## src/hdl/min_tracker_params.svh

```systemverilog
// constants for the per-channel minimum code register bank
`ifndef MIN_TRACKER_PARAMS_SVH
`define MIN_TRACKER_PARAMS_SVH

// ----------------------------------------------------------------------
// register offsets, low byte even, high byte next odd
// ----------------------------------------------------------------------
`define MT_MIN_BASE        8'h80
`define MT_CH0_LOW         8'h80
`define MT_CH0_HIGH        8'h81
`define MT_CH1_LOW         8'h82
`define MT_CH1_HIGH        8'h83
`define MT_CH2_LOW         8'h84
`define MT_CH2_HIGH        8'h85
`define MT_CH3_LOW         8'h86
`define MT_CH3_HIGH        8'h87

// ----------------------------------------------------------------------
// field layout and values
// ----------------------------------------------------------------------
`define MT_FIELD_MSB       7
`define MT_FIELD_LSB       0
`define MT_REARM_BYTE      8'hff
`define MT_RESET_BYTE      8'hff
`define MT_UNMAPPED_DATA   8'h00
`define MT_NUM_CH          4
`define MT_ADDR_W          8
`define MT_CHAN_W          3
`define MT_CODE_W          16

`endif

```

## src/hdl/min_tracker_pkg.sv

```systemverilog
// types shared by the minimum code register bank
`include "min_tracker_params.svh"

package min_tracker_pkg;

    // one conversion result from the converter path
    typedef struct packed {
        logic                      valid;
        logic [`MT_CHAN_W-1:0]     channel;
        logic [`MT_CODE_W-1:0]     code;
    } conv_t;

    // register port request, rd and wr are single-cycle strobes
    typedef struct packed {
        logic                      rd;
        logic                      wr;
        logic [`MT_ADDR_W-1:0]     addr;
        logic [7:0]                wdata;
    } reg_req_t;

    // register port answer, registered
    typedef struct packed {
        logic                      valid;
        logic                      hit;
        logic                      wr_ignored;
        logic [7:0]                data;
    } reg_rsp_t;

    // state of one tracking cell
    typedef struct packed {
        logic [`MT_CODE_W-1:0]     lowest;
    } cell_state_t;

    // state of the bank front end
    typedef struct packed {
        reg_rsp_t                  rsp;
    } bank_state_t;

endpackage

```

## src/hdl/min_code_cell.sv

```systemverilog
// one channel's lowest-code tracker with per-byte re-arm
`timescale 1ns/1ps
`include "min_tracker_params.svh"

module min_code_cell (
    input  wire logic                      clk,
    input  wire logic                      rst,
    input  wire logic                      sample,
    input  wire logic [`MT_CODE_W-1:0]     code,
    input  wire logic                      rearm_low,
    input  wire logic                      rearm_high,
    output logic      [`MT_CODE_W-1:0]     lowest
);

    min_tracker_pkg::cell_state_t state;
    min_tracker_pkg::cell_state_t next_state;
    logic [`MT_CODE_W-1:0]        armed;

    // ------------------------------------------------------------------
    // next state
    // ------------------------------------------------------------------
    // re-arm first, then compare, so a code landing with a read
    // is measured against the fresh all-ones byte and is not lost
    always_comb begin
        next_state = state;
        armed      = state.lowest;
        if (rearm_low) begin
            armed[7:0] = `MT_REARM_BYTE;
        end
        if (rearm_high) begin
            armed[15:8] = `MT_REARM_BYTE;
        end
        next_state.lowest = armed;
        if (sample && (code < armed)) begin
            next_state.lowest = code;
        end
    end

    // ------------------------------------------------------------------
    // state register
    // ------------------------------------------------------------------
    // both bytes come out of reset as all ones
    always_ff @(posedge clk) begin
        if (rst) begin
            state.lowest <= {`MT_RESET_BYTE, `MT_RESET_BYTE};
        end else begin
            state <= next_state;
        end
    end

    assign lowest = state.lowest;

endmodule // min_code_cell

```

## src/hdl/channel_minimum_code_tracker.sv

```systemverilog
// read-clear register bank of lowest conversion codes per channel
`timescale 1ns/1ps
`include "min_tracker_params.svh"

// Function
// each channel keeps its smallest code since last read, as 8-bit fields.
// reading a minimum byte returns it, then sets that byte to 0xFF.
// reset value 0xFF, read-only, writes ignored; ch0 high byte at 0x81.
// low byte at even address, high byte at next odd address.
// tracking covers every conversion of the channel since the last read.
// ch0 low byte at 0x80, reset 0xFF, starts the range.
// smaller code replaces minimum same cycle; coinciding read re-arms first.
module channel_minimum_code_tracker #(
    parameter int NUM_CH = `MT_NUM_CH
) (
    input  wire logic                          clk,
    input  wire logic                          rst,
    input  wire min_tracker_pkg::conv_t        conv,
    input  wire min_tracker_pkg::reg_req_t     req,
    output min_tracker_pkg::reg_rsp_t          rsp,
    output logic [NUM_CH-1:0][`MT_CODE_W-1:0]  lowest_codes
);

    // ------------------------------------------------------------------
    // address decode helpers
    // ------------------------------------------------------------------

    // offset of an address inside the bank, wraps for addresses below it
    function automatic logic [`MT_ADDR_W-1:0] bank_index(
        input logic [`MT_ADDR_W-1:0] addr
    );
        bank_index = addr - `MT_MIN_BASE;
    endfunction

    // true when the address falls on one of the tracked bytes
    function automatic logic bank_hit(
        input logic [`MT_ADDR_W-1:0] addr
    );
        logic [`MT_ADDR_W-1:0] idx;
        idx      = bank_index(addr);
        bank_hit = (addr >= `MT_MIN_BASE)
                && (idx < `MT_ADDR_W'(2 * NUM_CH));
    endfunction

    // channel number from an address, two bytes per channel
    function automatic logic [`MT_ADDR_W-1:0] bank_chan(
        input logic [`MT_ADDR_W-1:0] addr
    );
        bank_chan = bank_index(addr) >> 1;
    endfunction

    // odd offset selects the high byte
    function automatic logic bank_upper(
        input logic [`MT_ADDR_W-1:0] addr
    );
        logic [`MT_ADDR_W-1:0] idx;
        idx        = bank_index(addr);
        bank_upper = idx[0];
    endfunction

    // ------------------------------------------------------------------
    // declarations
    // ------------------------------------------------------------------
    min_tracker_pkg::bank_state_t   state;
    min_tracker_pkg::bank_state_t   next_state;
    logic                           rd_hit;
    logic                           rd_upper;
    logic [`MT_ADDR_W-1:0]          rd_chan;
    logic [NUM_CH-1:0]              rearm_low;
    logic [NUM_CH-1:0]              rearm_high;
    logic [NUM_CH-1:0]              sample;
    logic [NUM_CH-1:0][`MT_CODE_W-1:0] cell_lowest;

    // ------------------------------------------------------------------
    // read decode
    // ------------------------------------------------------------------
    // a read strobe on a tracked byte re-arms exactly that byte
    always_comb begin
        rd_hit   = req.rd && bank_hit(req.addr);
        rd_upper = bank_upper(req.addr);
        rd_chan  = bank_chan(req.addr);
    end

    // ------------------------------------------------------------------
    // per-channel strobes
    // ------------------------------------------------------------------
    // codes for channels beyond this bank are simply not tracked here;
    // writes never reach the cells, so content is read-only
    always_comb begin
        for (int ch = 0; ch < NUM_CH; ch++) begin
            sample[ch]     = conv.valid
                          && (conv.channel == `MT_CHAN_W'(ch));
            rearm_low[ch]  = rd_hit && !rd_upper
                          && (rd_chan == `MT_ADDR_W'(ch));
            rearm_high[ch] = rd_hit && rd_upper
                          && (rd_chan == `MT_ADDR_W'(ch));
        end
    end

    // ------------------------------------------------------------------
    // tracking cells
    // ------------------------------------------------------------------
    // one cell per channel; each holds its own 16-bit minimum so the
    // compare always uses the full code, not a single byte
    for (genvar g = 0; g < NUM_CH; g++) begin : g_cell
        min_code_cell u_cell (
            .clk        (clk),
            .rst        (rst),
            .sample     (sample[g]),
            .code       (conv.code),
            .rearm_low  (rearm_low[g]),
            .rearm_high (rearm_high[g]),
            .lowest     (cell_lowest[g])
        );
    end

    // ------------------------------------------------------------------
    // answer next state
    // ------------------------------------------------------------------
    // read data is taken from the cell before this edge, so the host sees
    // the old minimum while the cell re-arms in the same cycle
    always_comb begin
        next_state                = state;
        next_state.rsp.valid      = req.rd;
        next_state.rsp.hit        = rd_hit;
        next_state.rsp.wr_ignored = req.wr && bank_hit(req.addr);
        next_state.rsp.data       = `MT_UNMAPPED_DATA;
        if (!req.rd) begin
            next_state.rsp.data = state.rsp.data;    // hold last answer
        end else if (rd_hit) begin
            for (int ch = 0; ch < NUM_CH; ch++) begin
                if (rd_chan == `MT_ADDR_W'(ch)) begin
                    if (rd_upper) begin
                        next_state.rsp.data =
                            cell_lowest[ch][15:8];
                    end else begin
                        next_state.rsp.data =
                            cell_lowest[ch][7:0];
                    end
                end
            end
        end
    end

    // ------------------------------------------------------------------
    // answer register
    // ------------------------------------------------------------------
    // answer data after reset shows the unmapped value, not a cell byte
    always_ff @(posedge clk) begin
        if (rst) begin
            state.rsp.valid      <= 1'b0;
            state.rsp.hit        <= 1'b0;
            state.rsp.wr_ignored <= 1'b0;
            state.rsp.data       <= `MT_UNMAPPED_DATA;
        end else begin
            state <= next_state;
        end
    end

    // ------------------------------------------------------------------
    // outputs
    // ------------------------------------------------------------------
    // live minima feed downstream comparators; all come from flip-flops
    assign rsp          = state.rsp;
    assign lowest_codes = cell_lowest;

endmodule // channel_minimum_code_tracker

```

## config.mk

```make
export PLATFORM = sky130hd
export DESIGN_NAME = channel_minimum_code_tracker
export DESIGN_NICKNAME = d
export VERILOG_FILES = /design/src/hdl/min_tracker_pkg.sv /design/src/hdl/min_code_cell.sv /design/src/hdl/channel_minimum_code_tracker.sv
export VERILOG_INCLUDE_DIRS = /design/src /design/src/hdl
export SDC_FILE = /design/constraint.sdc
export NUM_CORES = 1
export LEC_CHECK = 0
export BUFFER_PORTS_ARGS = -buffer_cell sky130_fd_sc_hd__buf_2
export CORE_MARGIN = 2
export CORE_UTILIZATION = 45
export DETAILED_ROUTE_END_ITERATION = 16
export PLACE_DENSITY = 0.68
export SYNTH_ARGS = -nofsm -noshare
export SYNTH_HDL_FRONTEND = slang
export SYNTH_HIERARCHICAL = 1
export SYNTH_SLANG_ARGS = --single-unit
```

## constraint.sdc

```tcl
create_clock -name clk -period 3.76 [get_ports clk]
set_input_delay 0.188 -clock clk [delete_from_list [all_inputs] [get_ports clk]]
set_output_delay 0.188 -clock clk [all_outputs]
set_load 0.02 [all_outputs]
```

== Word level (Yosys, flattened, before mapping) ==
Cells that the tools add are included.

* Bits in writable memories: 0
* Input bits: 40
* Memory bits (read-only): 0
* Bits in latches: 0
* Output and inout bits: 75
* Logic and storage cells: 66
* Flip-flop bits (word level): 75
* Memories kept: 0

* Shift operators: 0
* $lt $le $gt $ge: 6
* Multiplexer cells: 21
* Bitwise operators: 0
* Add/sub/neg operators: 1
* Div/mod/pow operators: 0
* Eq/ne operators: 6
* Reduce and logical (&&, ||, !) cells: 24
* Multipliers: 0

{| class="wikitable"
|+ Operator list
! cell !! count
|-
| 8-bit 2-to-1 mux || 17
|-
| 16-bit < comparator || 4
|-
| 16-bit 2-to-1 mux || 4
|-
| 1-bit logical AND || 21
|-
| 7-bit by 2-bit == test with 1-bit output, second input constant || 2
|-
| 8-bit greater-or-equal comparator, second input constant || 1
|-
| 8-bit zero test || 1
|-
| 8-bit by 4-bit < comparator with 1-bit output, second input constant || 1
|-
| 8-bit subtractor, second input constant || 1
|-
| 7-bit by 1-bit == test with 1-bit output, second input constant || 1
|-
| 3-bit by 2-bit == test with 1-bit output, second input constant || 2
|-
| 3-bit by 1-bit == test with 1-bit output, second input constant || 1
|-
| 3-bit zero test || 1
|-
| 1-bit zero test || 1
|}

== Depth between registers and ports, before layout ==
* Depth in word-level cells: 10
* Mapped depth: 14
* Gate-level depth less buffers: 10

== Modules after synthesis ==
Netlist, hierarchy kept.

{| class="wikitable"
|+ Modules (own cells, without submodules)
! module !! area an instance (um^2) !! instances !! cells an instance
|-
| min_code_cell || 1068.5 || 4 || 128
|-
| channel_minimum_code_tracker || 934.6 || 1 || 81
|}

== Worst setup path after synthesis ==
No wires, ideal clock.

* Path type: input port to flip-flop
* Start: in req[14] (netlist bit)
* End: reg g_cell[0].u_cell/lowest[13] (netlist name)
* Library setup time: 0.072 ns
* Required time: 3.688 ns
* Path slack: 0.928 ns
* Stages on the path: 14
* Arrival: 2.761 ns
* Path through: nor4_4 nand4_1 nor3_1 clkbuf_1 clkbuf_1 nor2_1 ha_1 nand4_2 nor4_1 o21ai_1 nand4b_1 buf_6 buf_12 mux2i_1

* Longest elaborated chain between the ends: 10
* Elaborated cells on any way between the ends: 15

{| class="wikitable"
|+ Ends and longest elaborated chain
! element !! RTL line !! text
|-
| start: declaration || channel_minimum_code_tracker.sv:19 || <nowiki>input wire min_tracker_pkg::reg_req_t req,</nowiki>
|-
| 8-bit subtractor (no line) || - ||
|-
| 8-bit by 4-bit < comparator with 1-bit output || channel_minimum_code_tracker.sv:42 || <nowiki>&& (idx < `MT_ADDR_W'(2 * NUM_CH));</nowiki>
|-
| 1-bit logical AND || channel_minimum_code_tracker.sv:41 || <nowiki>bank_hit = (addr >= `MT_MIN_BASE)</nowiki>
|-
| 1-bit logical AND || channel_minimum_code_tracker.sv:79 || <nowiki>rd_hit = req.rd && bank_hit(req.addr);</nowiki>
|-
| 1-bit logical AND || channel_minimum_code_tracker.sv:95 || <nowiki>rearm_high[ch] = rd_hit && rd_upper</nowiki>
|-
| 1-bit logical AND (*) || channel_minimum_code_tracker.sv:95 ||
|-
| net rearm_high[0] || channel_minimum_code_tracker.sv:70 || <nowiki>logic [NUM_CH-1:0] rearm_high;</nowiki>
|-
| 8-bit 2-to-1 mux (*) || min_code_cell.sv:30 || <nowiki>if (rearm_high) begin</nowiki>
|-
| 16-bit < comparator || min_code_cell.sv:34 || <nowiki>if (sample && (code < armed)) begin</nowiki>
|-
| 1-bit logical AND || min_code_cell.sv:34 ||
|-
| 16-bit 2-to-1 mux (*) || min_code_cell.sv:34 ||
|}

The timed path passes the listed nets; every way through them passes the cells marked *.
A chain may end at the register's enable or synchronous reset.

== Worst setup path in the final report ==
* Start: in req[14] (netlist bit)
* End: reg g_cell[2].u_cell/lowest[3] (netlist name)

* Longest elaborated chain between the ends: 10
* Elaborated cells on any way between the ends: 15

{| class="wikitable"
|+ Ends and longest elaborated chain
! element !! RTL line
|-
| 8-bit subtractor (no line) || -
|-
| 8-bit by 4-bit < comparator with 1-bit output || channel_minimum_code_tracker.sv:42
|-
| 1-bit logical AND || channel_minimum_code_tracker.sv:41
|-
| 1-bit logical AND || channel_minimum_code_tracker.sv:79
|-
| 1-bit logical AND || channel_minimum_code_tracker.sv:95
|-
| 1-bit logical AND (*) || channel_minimum_code_tracker.sv:95
|-
| net rearm_high[2] || channel_minimum_code_tracker.sv:70
|-
| 8-bit 2-to-1 mux (*) || min_code_cell.sv:30
|-
| 16-bit < comparator (*) || min_code_cell.sv:34
|-
| 1-bit logical AND (*) || min_code_cell.sv:34
|-
| 16-bit 2-to-1 mux (*) || min_code_cell.sv:34
|}

Marked as above.

==> results.cfg <==
[sta]
clock_skew_ns = 0.00806
tns_ns = 0
setup_viol = 0
hold_viol_final = 0
rsz0062_at_grt = no
slew_headroom = 0.337
clock.fmax_ghz = 0.351
drv_slew = 0
worst_pin_slew_ns = 0.995
finalCriticalPeriod_ns = 2.85
min_period_over_period = 0.757

[final_layout]
multi_input_area_um2 = 3460
post_route_cells_drive_above_1_share = 0.236
ff_latch_area_um2 = 1500
layout_common_cells = nor2_1, buf_2, dfxtp_1, mux2i_1, nor3_1
area_growth_pct = 16.8
final_common_cell = nor2_1
num_antenna_cells = 0
final_nets = 791
n_fill_cell = 1051

[route]
postRouteAntennaNets = 0
drtIter0Drc = 304
num_vias = 4758
drt-pass1-iter-count = 5
routedWlPerCell_um = 18.6
drc = 0
wl_um = 15600
via_per_inst = 5.68

[power_and_ir_drop]
p_seq_frac = 0.437
p_int_uw = 1370
ir_drop_mv = 0.267
p_per_area_nw_per_um2 = 314
combPwrFrac = 0.146
p_leak_uw = 0.00310
p_sw_frac = 0.279
power_uw = 1910
net-switching-power_uw = 532
clkPwrFrac = 0.417

[hold_path]
hold_end = rsp[8]
hold_start = req[16]
min_delay_path_depth = 2
hp-class = primary input to register

[global_route]
grt_overflow = 0
grt_pass1_wl_um = 24200
first_global_vias = 4536
grt_usage = 0.250
antenna_found_initial = 1
grt_max_degree = 104

[floorplanning]
die_x_um = 112
io_pins = 115
rows = 39
coreArea_um2 = 11400
die_h_um = 112
dieArea_um2 = 12500
start_util = 0.458

[critical_path]
cp.required_ns = 4.01
crit_chain = buf_2, nor4_4, nand4_1, nor2_1, buf_4, nor2_1, ha_1, nand4_2, nor4_1, o21ai_1, nand4b_1, buf_4, mux2i_1
cp_slowest_cell = nor4_4
worstSetupEndpointType = register
path_class = primary input to register
crit_fanout = 16
slowest_delay_ns = 0.38
r2r_start = g_cell[2].u_cell/lowest[15]
worstReg2RegEnd = g_cell[2].u_cell/lowest[3]
cp_num_buf_inv = 3
reg2reg_slack_ns = 1.51
cp_top_family = simple AND/OR/NAND/NOR gates
start_kind = primary input
r2r_cells = 8
crit_arrival_ns = 3.10

[logic_synthesis]
synthFlopType = dfxtp_1
syn-instance-count = 593
synth_edf_count = 0
ys_warn_count = 6
synth_seq_cells = 75
ys_seq_area_frac = 0.288
syn_area_um2 = 5210
synthArstFlopShare = 0
avgSynthCellArea_um2 = 8.78
synth_nets = 693
yosysUniqueCellTypes = 37

[clock_network]
cts_sinks = 75
htreeDepth = 3
clk_pin_slew_ns = 0.06
cts_setup_buffers = 0
cts_tree = done
cts_buffer_depth = 2
cts_resized = 0
cts-hold-fix-buffers = 0
root_buffer = clkbuf_16
clk_latency_ns = 0.34
numCtsBuffers = 9

[placed_design]
portBuffers = 106
dp_hpwl_um = 11700
place.gp.congestion = 0.911

[status]
status = completed

[job]
maxCapViolations = 0
-- how the worst max path moves through the flow --
stage,startpoint,end,slack (ns),depth (start not counted)
finish,req[14],g_cell[2].u_cell/lowest[3],0.91,13
global route,req[14],g_cell[2].u_cell/lowest[3],0.68,13
CTS,req[14],g_cell[2].u_cell/lowest[3],0.94,13
detailed placement,req[14],g_cell[2].u_cell/lowest[3],0.61,13
global placement,req[14],g_cell[2].u_cell/lowest[1],0.73,13
floorplan,req[14],g_cell[0].u_cell/lowest[13],0.93,14
-- metal layers --
layer / track usage / wire (um) / vias up
met5: 0 / 13 / -
met3: 0.0512 / 974 / 23
li1: - / - / 2329
met1: 0.326 / 6760 / 2246
met2: 0.417 / 7510 / 158
met4: 0.0807 / 312 / 2
-- layout make-up --
type / count / share of cell area
multi-input cells: 480 / 0.569
flip-flops and latches: 75 / 0.247
repair buffers: 124 / 0.110
clock buffers: 11 / 0.0399
well taps: 143 / 0.0294
clock inverters: 4 / 0.00453
inverters: 1 / 0.000617
-- flip-flops by register name, indices dropped and copies added, names as in the netlist --
name / count
g_cell.u_cell/lowest: 64
rsp: 11
-- cells in the mapped netlist (2+ instances only) --
cell / n / area (um^2)
ha_1: 60 / 751
a21oi_1: 24 / 120
nand4b_1: 4 / 35.0
o21ai_1: 11 / 55.1
nand3_1: 5 / 25.0
and4b_1: 2 / 20.0
buf_6: 5 / 56.3
or2_1: 4 / 25.0
mux4_1: 2 / 52.6
nand2b_1: 2 / 12.5
nor4bb_1: 2 / 20.0
buf_12: 4 / 80.1
mux4_2: 13 / 293
o211ai_1: 4 / 30.0
o21ai_0: 8 / 40.0
nand4_2: 4 / 50.1
nand2_1: 29 / 109
mux2_2: 2 / 22.5
clkbuf_1: 25 / 93.8
dfxtp_1: 75 / 1500
mux2i_1: 71 / 711
nand4_1: 5 / 31.3
a21o_1: 8 / 60.1
nor2_1: 141 / 529
nor3_1: 64 / 320
nor4_1: 5 / 31.3
nor3b_2: 4 / 50.1
-- cells by family after synthesis --
group                      synth area share
AOI/OAI and AO/OA                    0.0613
adders and majority gates             0.144
muxes                                 0.207
DFF                                   0.288
buffers and inverters                0.0488
and+or+nand+nor                       0.251
-- worst reg2reg max path, stage by stage, from the launching register on --
cell and delay (ns):
dfxtp_1 0.42, nor2_1 0.07, ha_1 0.32, nand4_2 0.16, nor4_1 0.30, o21ai_1 0.11, nand4b_1 0.25, buf_4 0.27
mux2i_1 0.25
-- per-stage QoR --
stage	area [um^2]	setup slack [ns]	instances	utilization	hold WS, ns
floorplan	5210	0.928	593	-	0.281
global placement	5810	0.731	823	0.511	0.444
detailed placement	5810	0.608	823	0.511	0.448
CTS	6080	0.936	838	0.535	0.130
global route	6080	0.681	838	0.535	0.135
finish	6080	0.913	838	0.535	0.138
-- power by group through the flow --
stage	combinational (uW)	sequential, uW	clock [uW]
5_1_grt	304	834	839
3_5_place_dp	277	849	0
4_1_cts	277	832	806
6_report	278	833	796
3_3_place_gp	265	849	0
2_1_floorplan	158	863	0
Note: power is estimated with default switching activity, not from simulation.
